===== src/verilog/dvm_pkg.sv =====
// Purpose: shared constants for the pulse-modulation voltmeter counter and display
// Assumes: one clock, all counts in input clock periods
// Notes: segment bits are ordered {g,f,e,d,c,b,a}, high lights a segment
package dvm_pkg;

    localparam int CYCLE_W = 16;
    localparam int SLOT_BITS = 8;
    localparam int DIGITS = 4;
    localparam int DIGIT_W = 2;
    localparam int BCD_W = 4;
    localparam int SEG_W = 7;
    localparam int DONE_W = 6;

    // conversion cycle length in clock periods
    localparam logic [CYCLE_W-1:0] CYCLE_CLOCKS_DEF = 16'hFC00;
    // measurement window, 2000 clock periods
    localparam logic [CYCLE_W-1:0] WINDOW_CLOCKS = 16'h07D0;
    localparam logic [CYCLE_W-1:0] CYCLE_STEP = 16'h0001;

    // digit slot of 256 clocks, blanked for the first 256/32 of it
    localparam logic [SLOT_BITS-1:0] SLOT_LAST = 8'hFF;
    localparam logic [SLOT_BITS-1:0] SLOT_CLOCKS_M1 = 8'hFF;
    localparam int BLANK_DIV = 32;
    localparam logic [SLOT_BITS-1:0] BLANK_CLOCKS = 8'h08;

    // conversion-complete high time, 64 clocks, held as last count
    localparam logic [DONE_W-1:0] DONE_LAST = 6'h3F;
    localparam logic [DONE_W-1:0] DONE_STEP = 6'h01;
    localparam logic [DONE_W-1:0] DONE_ZERO = 6'h00;

    localparam logic [BCD_W-1:0] BCD_ZERO = 4'h0;
    localparam logic [BCD_W-1:0] BCD_ONE = 4'h1;
    localparam logic [BCD_W-1:0] BCD_NINE = 4'h9;
    // most significant digit value that marks overrange
    localparam logic [BCD_W-1:0] MSD_OVER = 4'h2;

    localparam logic [DIGIT_W-1:0] DIGIT_LSD = 2'h0;
    localparam logic [DIGIT_W-1:0] DIGIT_MID = 2'h1;
    localparam logic [DIGIT_W-1:0] DIGIT_HI = 2'h2;
    localparam logic [DIGIT_W-1:0] DIGIT_MSD = 2'h3;

    localparam logic [SEG_W-1:0] SEG_BLANK = 7'h00;
    localparam logic [SEG_W-1:0] SEG_0 = 7'h3F;
    localparam logic [SEG_W-1:0] SEG_1 = 7'h06;
    localparam logic [SEG_W-1:0] SEG_2 = 7'h5B;
    localparam logic [SEG_W-1:0] SEG_3 = 7'h4F;
    localparam logic [SEG_W-1:0] SEG_4 = 7'h66;
    localparam logic [SEG_W-1:0] SEG_5 = 7'h6D;
    localparam logic [SEG_W-1:0] SEG_6 = 7'h7D;
    localparam logic [SEG_W-1:0] SEG_7 = 7'h07;
    localparam logic [SEG_W-1:0] SEG_8 = 7'h7F;
    localparam logic [SEG_W-1:0] SEG_9 = 7'h6F;
    localparam logic [SEG_W-1:0] SEG_LETTER_O = 7'h3F;
    localparam logic [SEG_W-1:0] SEG_LETTER_F = 7'h71;
    localparam logic [SEG_W-1:0] SEG_LETTER_L = 7'h38;
    localparam logic [SEG_W-1:0] SEG_MINUS = 7'h40;
    localparam logic [SEG_W-1:0] SEG_PLUS = 7'h46;

    localparam logic [DIGITS-1:0] DRIVE_NONE = 4'h0;
    localparam logic [DIGITS-1:0] DRIVE_ONE = 4'h1;

endpackage

===== src/verilog/digit_store.sv =====
// Purpose: display latch holding the shown digits, one digit read per clock
// Assumes: whole latch written at once, read data registered
// Notes: clock enable low freezes all contents
`timescale 1ns/1ns
module digit_store #(
    parameter int DIGITS = 4,
    parameter int WIDTH = 4,
    parameter int ADDR_W = 2
) (
    input wire logic clk,
    input wire logic reset_n,
    input wire logic ce,
    input wire logic write_en,
    input wire logic [DIGITS*WIDTH-1:0] write_data,
    input wire logic [ADDR_W-1:0] read_addr,
    output logic [WIDTH-1:0] read_data
);
    typedef struct packed {
        logic [DIGITS-1:0][WIDTH-1:0] mem;
        logic [WIDTH-1:0] rd;
    } store_s;

    store_s st;
    store_s next_st;

    always_comb begin
        next_st = st;
        next_st.rd = st.mem[read_addr];
        if (write_en) begin
            next_st.mem = write_data;
        end
    end

    always_ff @(posedge clk or negedge reset_n) begin
        if (!reset_n) begin
            st <= '0;
        end else if (ce) begin
            st <= next_st;
        end
    end

    assign read_data = st.rd;
endmodule


===== src/verilog/dvm_core.sv =====
// Purpose: counter, timing and multiplexed display side of a pulse-modulation voltmeter
// Assumes: comparator, polarity and start inputs arrive as unsynchronised pins
// Notes: conversion runs continuously; start only governs the display transfer
//
// What this block does
// - each clock edge samples comparator into modulator
// - count clocks only while modulator is high
// - gated counter accumulates during timed window
// - window lasts 2000 clock periods
// - new digit every 256 clocks, blanked 1/32
// - overrange output high, display sign and overflow
// - blank most significant digit when zero
// - polarity sensed and driven on sign output
// - digit scan taken from conversion timing counter
// - provide square-wave clock output
// - start held high refreshes every cycle
// - conversion complete high 64 clocks after transfer
// - start edge drops complete, transfer raises it
// - conversion never stops for handshake pins
`timescale 1ns/1ns
module dvm_core
    import dvm_pkg::*;
#(
    parameter logic [dvm_pkg::CYCLE_W-1:0] CYCLE_CLOCKS = dvm_pkg::CYCLE_CLOCKS_DEF
) (
    input wire logic clk,
    input wire logic reset_n,
    input wire logic ce,
    input wire logic comparator_in,
    input wire logic polarity_in,
    input wire logic start_conversion,
    output logic reference_switch,
    output logic clock_out,
    output logic [dvm_pkg::SEG_W-1:0] segments,
    output logic [dvm_pkg::DIGITS-1:0] digit_drive,
    output logic overrange,
    output logic sign,
    output logic conversion_complete
);
    import dvm_pkg::*;

    typedef struct packed {
        logic cmp_meta;
        logic cmp_sync;
        logic modulate;
        logic pol_meta;
        logic pol_sync;
        logic start_meta;
        logic start_sync;
        logic start_prev;
        logic pending;
        logic armed;
        logic [CYCLE_W-1:0] cycle;
        logic [DIGITS-1:0][BCD_W-1:0] acc;
        logic [DIGITS-1:0][BCD_W-1:0] result;
        logic result_positive;
        logic over;
        logic positive;
        logic done;
        logic [DONE_W-1:0] done_cnt;
        logic clk_div;
        logic [DIGIT_W-1:0] idx1;
        logic lit1;
        logic [SEG_W-1:0] seg;
        logic [DIGITS-1:0] drive;
    } core_s;

    core_s st;
    core_s next_st;

    logic window;
    logic [DIGITS:0] carry;
    logic [DIGITS-1:0][BCD_W-1:0] acc_inc;
    logic [BCD_W-1:0] shown;
    logic transfer;
    logic cycle_end;
    logic slot_end;
    logic start_edge;

    function automatic logic [SEG_W-1:0] seg_of(input logic [BCD_W-1:0] d);
        logic [SEG_W-1:0] p;
        p = SEG_BLANK;
        unique case (d)
            4'h0: p = SEG_0;
            4'h1: p = SEG_1;
            4'h2: p = SEG_2;
            4'h3: p = SEG_3;
            4'h4: p = SEG_4;
            4'h5: p = SEG_5;
            4'h6: p = SEG_6;
            4'h7: p = SEG_7;
            4'h8: p = SEG_8;
            4'h9: p = SEG_9;
            default: p = SEG_BLANK;
        endcase
        return p;
    endfunction

    assign window = st.cycle < WINDOW_CLOCKS;
    assign carry[0] = window & st.modulate;

    // decade counter, one carry stage per digit
    generate
        for (genvar i = 0; i < DIGITS; i++) begin : g_decade
            assign carry[i+1] = carry[i] & (st.acc[i] == BCD_NINE);
            assign acc_inc[i] = !carry[i] ? st.acc[i] :
                ((st.acc[i] == BCD_NINE) ? BCD_ZERO : st.acc[i] + BCD_ONE);
        end
    endgenerate

    assign cycle_end = st.cycle == CYCLE_CLOCKS - CYCLE_STEP;
    assign slot_end = st.cycle[SLOT_BITS-1:0] == SLOT_LAST;
    assign start_edge = st.start_sync & ~st.start_prev;
    // transfer only once armed at a slot end; a start edge while still armed from a held start can transfer under 256 clocks later
    assign transfer = cycle_end & st.armed;

    digit_store #(
        .DIGITS(DIGITS),
        .WIDTH(BCD_W),
        .ADDR_W(DIGIT_W)
    ) u_store (
        .clk(clk),
        .reset_n(reset_n),
        .ce(ce),
        .write_en(transfer),
        .write_data(st.result),
        .read_addr(st.cycle[SLOT_BITS+DIGIT_W-1:SLOT_BITS]),
        .read_data(shown)
    );

    always_comb begin
        next_st = st;

        next_st.cmp_meta = comparator_in;
        next_st.cmp_sync = st.cmp_meta;
        next_st.modulate = st.cmp_sync;
        next_st.pol_meta = polarity_in;
        next_st.pol_sync = st.pol_meta;
        next_st.start_meta = start_conversion;
        next_st.start_sync = st.start_meta;
        next_st.start_prev = st.start_sync;

        next_st.clk_div = ~st.clk_div;

        // free-running cycle counter, untouched by handshake
        if (cycle_end) begin
            next_st.cycle = '0;
        end else begin
            next_st.cycle = st.cycle + CYCLE_STEP;
        end

        if (st.cycle == WINDOW_CLOCKS) begin
            next_st.result = st.acc;
            next_st.result_positive = st.pol_sync;
            next_st.acc = '0;
        end else begin
            next_st.acc = acc_inc;
        end

        // pending start must survive a full slot before it may transfer
        if (slot_end) begin
            next_st.armed = st.pending | st.start_sync;
        end

        if (transfer) begin
            next_st.over = st.result[DIGITS-1] >= MSD_OVER;
            next_st.positive = st.result_positive;
            next_st.done = 1'b1;
            next_st.done_cnt = DONE_LAST;
            next_st.pending = 1'b0;
            next_st.armed = 1'b0;
        end else if (st.done) begin
            if (st.done_cnt == DONE_ZERO) begin
                next_st.done = 1'b0;
            end else begin
                next_st.done_cnt = st.done_cnt - DONE_STEP;
            end
        end

        // a start edge wins over a transfer in the same clock
        if (start_edge) begin
            next_st.pending = 1'b1;
            next_st.done = 1'b0;
        end

        // stage one: digit index and blank flag beside the store read
        next_st.idx1 = st.cycle[SLOT_BITS+DIGIT_W-1:SLOT_BITS];
        // lit flag, so the all-zero reset state shows no digit
        next_st.lit1 = st.cycle[SLOT_BITS-1:0] >= BLANK_CLOCKS;

        // stage two: segment pattern and digit drive
        if (!st.lit1) begin
            next_st.seg = SEG_BLANK;
            next_st.drive = DRIVE_NONE;
        end else begin
            next_st.drive = DRIVE_ONE << st.idx1;
            if (st.over) begin
                unique case (st.idx1)
                    DIGIT_MSD: next_st.seg = st.positive ? SEG_PLUS : SEG_MINUS;
                    DIGIT_HI: next_st.seg = SEG_LETTER_O;
                    DIGIT_MID: next_st.seg = SEG_LETTER_F;
                    DIGIT_LSD: next_st.seg = SEG_LETTER_L;
                endcase
            end else if (st.idx1 == DIGIT_MSD && shown == BCD_ZERO) begin
                next_st.seg = SEG_BLANK;
            end else begin
                next_st.seg = seg_of(shown);
            end
        end
    end

    always_ff @(posedge clk or negedge reset_n) begin
        if (!reset_n) begin
            st <= '0;
        end else if (ce) begin
            st <= next_st;
        end
    end

    assign reference_switch = st.modulate;
    assign clock_out = st.clk_div;
    assign segments = st.seg;
    assign digit_drive = st.drive;
    assign overrange = st.over;
    assign sign = st.positive;
    assign conversion_complete = st.done;
endmodule


===== config.mk =====
export PLATFORM = sky130hd
export DESIGN_NAME = dvm_core
export DESIGN_NICKNAME = d
export VERILOG_FILES = /design/src/verilog/dvm_pkg.sv /design/src/verilog/digit_store.sv /design/src/verilog/dvm_core.sv
export SDC_FILE = /design/constraint.sdc
export NUM_CORES = 1
export LEC_CHECK = 0
export BUFFER_PORTS_ARGS = -buffer_cell sky130_fd_sc_hd__buf_2
export CORE_MARGIN = 4
export CORE_UTILIZATION = 30
export CTS_CLUSTER_DIAMETER = 50
export DETAILED_ROUTE_END_ITERATION = 16
export HOLD_SLACK_MARGIN = 0.02
export PLACE_DENSITY = 0.55
export REMOVE_ABC_BUFFERS = 1
export SYNTH_ARGS = -nofsm -noshare
export SYNTH_HDL_FRONTEND = slang
export SYNTH_SLANG_ARGS = --single-unit

===== constraint.sdc =====
create_clock -name clk -period 4.2 [get_ports clk]
set_clock_uncertainty 0.2 [all_clocks]
set_input_delay 0.21 -clock clk [delete_from_list [all_inputs] [get_ports clk]]
set_output_delay 0.21 -clock clk [all_outputs]
set_load 0.01 [all_outputs]

# [After elaboration in Yosys (flattened, before gate mapping)]
# Memories as Yosys holds them, arrays and structs flattened.
# Index checks and enable logic that the tools add are counted.
[word_totals] regBits=103 latchBits=0 ramBits=0 romBits=112 input_bits=6 out_inout_bits=16 word_cells=111 n_memories=1
[op_classes] n_addsub=6 multipliers=0 n_div=0 n_lt_le_gt_ge=4 n_eq_ne=11 shifts=1 muxes=25 bitwise=9 reduce_logical=20
[mem_list] name="(no name shown)" words=16 width=7 rd=1 rd_clocked_by_memory_dff=0 write_ports=0 line_no="dvm_core.sv:83" text="unique case (d)"
[op_table] cell="2-to-1 mux 4 bit" count=9
[op_table] cell="2-to-1 mux 16 bit" count=2
[op_table] cell="2-to-1 mux 7 bit" count=4
[op_table] cell="one-hot mux 7 bit (4 select lines)" count=1
[op_table] cell="adder 16 x 1 -> 16 bit, second input constant" count=1
[op_table] cell="adder 4 x 1 -> 4 bit, second input constant" count=4
[op_table] cell="== test 16 x 11 -> 1 bit, second input constant" count=1
[op_table] cell="== test 16 bit, second input constant" count=1
[op_table] cell="== test 4 bit, second input constant" count=4
[op_table] cell="< comparator 16 x 11 -> 1 bit, second input constant" count=1
[op_table] cell="AND reduction 2 bit" count=8
[op_table] cell="nonzero test 2 bit" count=7
[op_table] cell="2-to-1 mux 11 bit" count=1
[op_table] cell="binary-select mux 4 bit (select 2 bit)" count=1
[op_table] cell="== test 8 bit, second input constant" count=1
[op_table] cell="greater-or-equal comparator 8 x 4 -> 1 bit, second input constant" count=1
[op_table] cell="AND 1 bit" count=6
[op_table] cell="zero test 6 bit" count=1
[op_table] cell="2-to-1 mux 6 bit" count=1
[op_table] cell="subtractor 6 x 1 -> 6 bit, second input constant" count=1
[op_table] cell="== test 2 bit, second input constant" count=2
[op_table] cell="greater-or-equal comparator 4 x 2 -> 1 bit, second input constant" count=1
[op_table] cell="zero test 4 bit" count=1
[op_table] cell="2-to-1 mux 1 bit" count=4
[op_table] cell="11 further kinds" count=12

# [Longest topological paths before layout]
# Gate-level depths: netlist (run 1).
[logic_depth] word_depth=7 depth_mapped=8 ltp_nobuf=7

# [By module]
# From an unflattened synthesis (run 1), not the netlist that was laid out.
[unflattened] hier_cells=505 hier_area_um2=5221.3
[modules_own_cells] module="dvm_core" instances=1 cells_each=444 area_per_inst_um2=4294.1 seq_area_each_um2=2077.0
[modules_own_cells] module="digit_store" instances=1 cells_each=61 area_per_inst_um2=927.1 seq_area_each_um2=500.5

# [Worst setup path after synthesis (run 1)]
# Ideal clock, no wire load.
[synth_path] kind="register -> register" start="register st[70] in the netlist's numbering" end="register st[53] in the netlist's numbering" setup_ns=0.125 arrival_time_ns=1.828 required_time_ns=3.875 slack_ns=2.048 stages_incl_launch_ff=6 path_buffers=0 synth_period_minus_slack_ns=2.152 path_cell_list="dfrtp_1 -> nor4_4 -> and4b_4 -> nand4_4 -> a21oi_2 -> mux2_2"
[synth_via] elab_chain_len=7 elab_cells_between_ends=9 classes_between="order compare (1); eq/ne (1); mux (1); bitwise (4); reduce/logical (2)"
[synth_lines] element="from (decl)" line_no="dvm_core.sv:68" text="core_s st;"
[synth_lines] element="from (signal assigned)" line_no="dvm_core.sv:216" text="st <= next_st;"
[synth_lines] element="< comparator 16 x 11 -> 1 bit" line_no="dvm_core.sv:99" text="assign window = st.cycle < WINDOW_CLOCKS;"
[synth_lines] element="AND 1 bit" line_no="dvm_core.sv:100" text="assign carry[0] = window & st.modulate;"
[synth_lines] element="AND 1 bit (3 in series)" line_no="dvm_core.sv:105" text="assign carry[i+1] = carry[i] & (st.acc[i] == BCD_NINE);"
[synth_lines] element="nonzero test 2 bit (no source line)"
[synth_lines] element="AND reduction 2 bit (no source line)"
# Parallel ways exist; a longest one is shown, timed or not.
# A chain may end at the register's enable or synchronous reset.

# [Worst setup path in the final report (run 1)]
[layout_path] start="register st, in the netlist next_st[12]" end="register st[53] in the netlist's numbering"
# The elaborated chain is that of the path after synthesis.

==> results of run 1 <==
-- timing repair --
action	in CTS	in global routing
hold endpoints to repair	70	0
hold buffers	4	0
resized for setup	0	0
-- power groups by stage --
stage          clock network (mW)  logic [mW]  registers, mW
6_report                    0.805       0.249           1.17
5_1_grt                     0.885       0.282           1.19
4_1_cts                     0.838       0.254           1.17
3_5_place_dp                    0       0.250           1.19
3_3_place_gp                    0       0.247           1.18
2_1_floorplan                   0       0.154           1.17
-- area by class of cell --
cell class,instances,area [µm²],share of cell area
clock inverter,7,61.3,0.0107
tap,220,275,0.0479
inverter,26,97.6,0.0170
timing repair buffer,28,170,0.0296
multi-input combinational,335,2340,0.407
clock buffer,9,225,0.0392
sequential,103,2580,0.449
-- per-layer routing --
| metal | wire (µm) | track usage | part of all wire | vias up |
|---|---|---|---|---|
| met1 | 4900 | 0.150 | 0.49 | 1688 |
| li1 | - | - | - | 1716 |
| met4 | 127 | 0.0309 | 0.013 | 0 |
| met5 | 0 | 0 | 0 | - |
| met3 | 350 | 0.0247 | 0.035 | 8 |
| met2 | 4650 | 0.172 | 0.46 | 53 |
-- worst max-delay path by stage --
stage | endpoint | cells past startpoint
after floorplan | st[53]$_DFFE_PN0P_ | 5
after global placement | st[53]$_DFFE_PN0P_ | 5
after detailed placement | st[53]$_DFFE_PN0P_ | 5
after CTS | st[53]$_DFFE_PN0P_ | 5
after global routing | st[53]$_DFFE_PN0P_ | 5
final | st[53]$_DFFE_PN0P_ | 5
-- worst max-delay path: stages (launching register included) --
cell and delay (ns):
dfrtp_1 0.66, nand3_1 0.22, nor4_2 0.58, nand3_2 0.29, a21oi_2 0.32, mux2_2 0.36
-- cells in the mapped netlist (all sizes together) (2+ instances only) --
| master | number | area (µm²) |
|---|---|---|
| or3 | 4 | 25.0 |
| and2 | 3 | 20.0 |
| o31ai | 3 | 27.5 |
| nand3b | 3 | 22.5 |
| clkbuf | 11 | 42.5 |
| nor3 | 11 | 71.3 |
| o2bb2ai | 7 | 61.3 |
| mux4 | 4 | 90.1 |
| ha | 22 | 275 |
| nand4 | 6 | 52.6 |
| mux2i | 7 | 70.1 |
| and3 | 4 | 28.8 |
| a21oi | 15 | 78.8 |
| or2 | 2 | 12.5 |
| o2111ai | 3 | 26.3 |
| nor4 | 6 | 58.8 |
| nand3 | 17 | 100 |
| inv | 26 | 97.6 |
| o211ai | 2 | 15.0 |
| xnor2 | 8 | 70.1 |
| buf | 19 | 120 |
| a21o | 3 | 22.5 |
| a22o | 5 | 45.0 |
| o21ai | 29 | 145 |
| mux2 | 29 | 327 |
| dfrtp | 103 | 2580 |
| xor2 | 10 | 87.6 |
| a32o | 2 | 20.0 |
| nor2b | 2 | 12.5 |
| nor2 | 30 | 113 |
| nand4b | 2 | 17.5 |
| nand2b | 10 | 62.6 |
| o22ai | 3 | 18.8 |
| nand2 | 74 | 278 |
-- registers in the layout, summed over array words and instances, names as in the netlist --
signal	cells
u_store.read_data	4
clock_out	1
next_st	7
st	60
u_store.st	16
reference_switch	1
overrange	1
segments	7
digit_drive	4
sign	1
conversion_complete	1
-- logic make-up after synthesis --
| group | count (synthesis) |
|---|---|
| xor+xnor | 18 |
| fa+ha+maj | 22 |
| flops | 103 |
| mux | 40 |
| buf+inv | 56 |
| simple gates | 178 |
| compound gates | 77 |
==> flow_metrics.py, run 1 <==
metrics = {
    "outcome": {
        "status": "finished clean",
    },
    "route": {
        "drt-total-wl_mm": 10.0,
        "drt_first_pass_iters": 4,
        "drtIter0Drc": 180,
        "wire_per_inst_um": 13.8,
        "vias": 3465,
        "antenna_left": 0,
        "drc": 0,
        "viasPerCell": 4.76,
    },
    "synthesis": {
        "syn_area_um2": 5170,
        "synthAdderAreaFrac": 0.0532,
        "yosys_warnings": 0,
        "ys_types": 59,
        "synth-seq-cells": 103,
        "synth-xor-area-share": 0.0305,
        "synth_edf_count": 0,
        "synthArstFlopShare": 1.00,
        "synthMuxAreaShare": 0.0941,
        "synth-compound-area-share": 0.0974,
        "avgSynthCellArea_um2": 10.5,
        "synth_top_family_by_area": "simple AND/OR/NAND/NOR gates",
        "syn_inst": 494,
        "ys.flop_type": "dfrtp_1",
        "synth-seq-area-share": 0.498,
        "synthSimpleGateAreaFrac": 0.176,
    },
    "clock_network": {
        "clk_path_buf_depth": 2,
        "cts_tree": "done",
        "cts_buffers": 9,
        "clock-sinks": 103,
        "clk_latency_ns": 0.34,
        "htreeDepth": 3,
        "post_cts_buffers": 0,
        "path_clk_slew_ns": 0.07,
        "cts-root-buf": "clkbuf_16",
    },
    "power": {
        "netSwitchingFraction": 0.282,
        "finalPower_mw": 2.22,
        "p_leak_nw": 2.64,
        "power_per_cell_area_nw_per_um2": 387,
        "p_comb_frac": 0.112,
        "netSwitchingPower_mw": 0.628,
        "vdd_drop_max_v": 0.000198,
        "clock_power_share": 0.362,
        "p_seq_frac": 0.526,
        "p_int_mw": 1.60,
    },
    "die": {
        "die_w_um": 139,
        "std_cell_rows": 47,
        "io_pins": 22,
        "initial_core_util": 0.309,
        "fp.coreArea_um2": 16800,
        "die_y_um": 139,
        "die_area_um2": 19400,
    },
    "place": {
        "place_ws_ns": 1.44,
        "dpl.cell_count": 708,
        "portBuffers": 21,
        "place_congestion": 0.798,
        "place_area_um2": 5420,
        "hpwlAfterDp_mm": 7.00,
    },
    "global_routing": {
        "antenna_found_initial": 0,
        "gr-total-overflow": 0,
        "grt_pass1_wl_mm": 17.4,
        "grt_pass1_vias": 3461,
        "grt_usage": 0.108,
        "grt_max_degree": 69,
    },
    "critical_path": {
        "rrSetupSlack_ns": 1.45,
        "worstSetupEndpointType": "flop",
        "worst_setup_path_start_kind": "flop",
        "worstPathArrival_ns": 2.78,
        "cp_max_fo": 12,
        "ff2ff_path_depth": 5,
        "cp-startpoint": "next_st[12]$_DFFE_PN0P_",
        "critPathKind": "flop to flop",
        "crit-reg2reg-launch": "next_st[12]$_DFFE_PN0P_",
        "r2r_end": "st[53]$_DFFE_PN0P_",
        "cp.required_ns": 4.23,
    },
    "sta": {
        "rsz0062_at_grt": "no",
        "setup_violations": 0,
        "fin_tns_setup_ns": 0,
        "setup_slack_ns": 1.45,
        "period_share": 0.656,
        "slew_headroom": 0.431,
        "holdWs_ns": 0.199,
        "maxSlewViolCount": 0,
        "min_period_ns": 2.75,
        "hold_viol": 0,
        "max_freq_mhz": 363,
        "worstMarginPinSlew_ns": 0.854,
    },
    "hold_path": {
        "hold-path-cell-count": 4,
        "whs_endpoint": "st[63]$_DFFE_PN0P_",
        "hold_path.class": "input port to flop",
        "worstHoldStart": "ce",
    },
    "layout": {
        "nNetsFinal": 531,
        "drive_above_1_share": 0.175,
        "fin_area_um2": 5740,
        "n_fill_cell": 1685,
        "diodes": 0,
        "mostFrequentLayoutCells": "103 x dfrtp_1, 74 x nand2_1, 30 x nor2_1",
        "fin_util": 0.343,
        "syn_to_final_growth_pct": 11.0,
        "layout.cells.non_filler": 728,
        "layout_commonest_cell": "dfrtp_1",
    },
    "job": {
        "drv_cap": 0,
    },
}
(Power assumes the default switching activity.)
==> run 2: changes to the inputs <==
clock period = 2.75 ns   (was 4.2 ns; I/O delays follow)
==> flow_metrics.py, run 2 (synthesized netlist as in run 1, its figures left out) <==
metrics = {
    "layout": {
        "multi_input_area_um2": 2340,
        "largest_register": "st",
        "fin_area_um2": 5820,
        "largest_reg_flops": 60,
        "nNetsFinal": 539,
        "fin_util": 0.347,
        "mostFrequentLayoutCells": "103 x dfrtp_1, 74 x nand2_1, 30 x nor2_1",
        "diodes": 0,
        "largestRegisters": "st x60, u_store.st x16",
        "seq_area_um2": 2580,
        "n_fill_cell": 1680,
        "syn_to_final_growth_pct": 12.4,
        "layout.cells.non_filler": 736,
        "layout_commonest_cell": "dfrtp_1",
        "drive_above_1_share": 0.186,
    },
    "die": {
        "die_y_um": 139,
        "io_pins": 22,
        "initial_core_util": 0.309,
        "die_w_um": 139,
        "std_cell_rows": 47,
        "fp.coreArea_um2": 16800,
        "die_area_um2": 19400,
    },
    "clock_network": {
        "clock-sinks": 103,
        "clk_latency_ns": 0.35,
        "path_clk_slew_ns": 0.07,
        "cts-root-buf": "clkbuf_16",
        "cts_tree": "done",
        "cts_resized": 0,
        "clk_path_buf_depth": 2,
        "htreeDepth": 3,
        "cts_buffers": 9,
    },
    "place": {
        "portBuffers": 21,
        "place_ws_ns": 0.331,
        "hpwlAfterDp_mm": 7.42,
        "place_congestion": 0.775,
        "place_area_um2": 5480,
        "dpl.cell_count": 715,
    },
    "critical_path": {
        "cp.required_ns": 2.78,
        "cp_max_fo": 8,
        "cp.buffers_inverters": 0,
        "path_delay_family": "simple AND/OR/NAND/NOR gates",
        "cp_cell_sequence": "nand3b_1 -> nor4_2 -> nand3_2 -> a21oi_2 -> mux2_2",
        "critPathKind": "flop to flop",
        "worst_setup_path_start_kind": "flop",
        "worstPathArrival_ns": 2.45,
        "max_stage_delay_ns": 0.52,
        "worstSetupEndpointType": "flop",
        "cpMaxStageDelayCell": "nor4_2",
    },
    "sta": {
        "max_freq_mhz": 413,
        "hold_viol": 0,
        "period_share": 0.881,
        "maxSlewViolCount": 0,
        "setup_slack_ns": 0.326,
        "worstMarginPinSlew_ns": 0.803,
        "setup_violations": 0,
        "min_period_ns": 2.42,
        "rsz0062_at_grt": "no",
        "fin_tns_setup_ns": 0,
        "slew_headroom": 0.465,
    },
    "global_routing": {
        "grt_pass1_wl_mm": 18.0,
        "gr-total-overflow": 0,
        "grt_pass1_vias": 3640,
        "grt_usage": 0.113,
        "antenna_found_initial": 0,
        "grt_max_degree": 64,
    },
    "route": {
        "viasPerCell": 4.77,
        "wire_per_inst_um": 14.0,
        "vias": 3512,
        "drt-total-wl_mm": 10.3,
        "antenna_left": 0,
        "drtIter0Drc": 170,
        "drt_first_pass_iters": 4,
        "drc": 0,
    },
    "power": {
        "p_leak_nw": 2.67,
        "vdd_drop_max_v": 0.000368,
        "power_per_cell_area_nw_per_um2": 584,
    },
    "hold_path": {
        "hold_path.class": "input port to asynchronous set/reset pin",
    },
    "job": {
        "drv_cap": 0,
    },
    "outcome": {
        "status": "finished clean",
    },
}
run 2: cell types whose count changed in the layout (fill, tap and decap cells not counted), sizes merged:
cell and change:
buf +7, clkinvlp +3, inv -3, dlygate4sd3 +1
run 2: timing repair:
action / in CTS / in global routing
endpoints found under the hold margin: 67 / 0
buffers inserted: 0 / 0
hold buffers: 5 / 0
run 2: layer usage:
layer  vias to the layer above  track usage  wire (µm)
met5                         -            0          0
met4                         0       0.0232         89
met3                         7       0.0329        379
met2                        45        0.188       4900
met1                      1732        0.147       4910
li1                       1728            -          -
run 2: layout make-up:
| type | count | area share |
|---|---|---|
| Sequential cell | 103 | 0.443 |
| Multi-Input combinational cell | 335 | 0.402 |
| Tap cell | 220 | 0.0473 |
| Timing Repair Buffer | 36 | 0.0422 |
| Clock buffer | 9 | 0.0387 |
| Inverter | 26 | 0.0168 |
| Clock inverter | 7 | 0.00990 |
run 2: worst paths after layout:
kind	from	to	slack [ns]	cells after the start
setup / recovery	st[68]$_DFFE_PN0P_	st[53]$_DFFE_PN0P_	0.33	5
hold / removal	reset_n	st[75]$_DFFE_PN0P_	0.21	2
setup reg to reg	st[68]$_DFFE_PN0P_	st[53]$_DFFE_PN0P_	0.33	5
hold reg to reg	clock_out$_DFFE_PN0P_	clock_out$_DFFE_PN0P_	0.27	1
max in group asynchronous	reset_n	st[46]$_DFFE_PN0P_	1.42	3
min in group clk	clock_out$_DFFE_PN0P_	clock_out$_DFFE_PN0P_	0.27	1
run 2: stage by stage:
step           hold slack [ns]  total power, mW
3_3_place_gp            0.0777             2.18
4_1_cts                  0.245             3.44
6_report                 0.214             3.39
5_1_grt                  0.284             3.59
2_1_floorplan           -0.358             2.03
3_5_place_dp            0.0843             2.20
run 2: power breakdown:
| group | internal [mW] | leakage (nW) | switching (mW) |
|---|---|---|---|
| registers | 1.64 | 1.36 | 0.154 |
| logic | 0.174 | 1.18 | 0.210 |
| clock network | 0.624 | 0.129 | 0.597 |
| total | 2.43 | 2.67 | 0.961 |
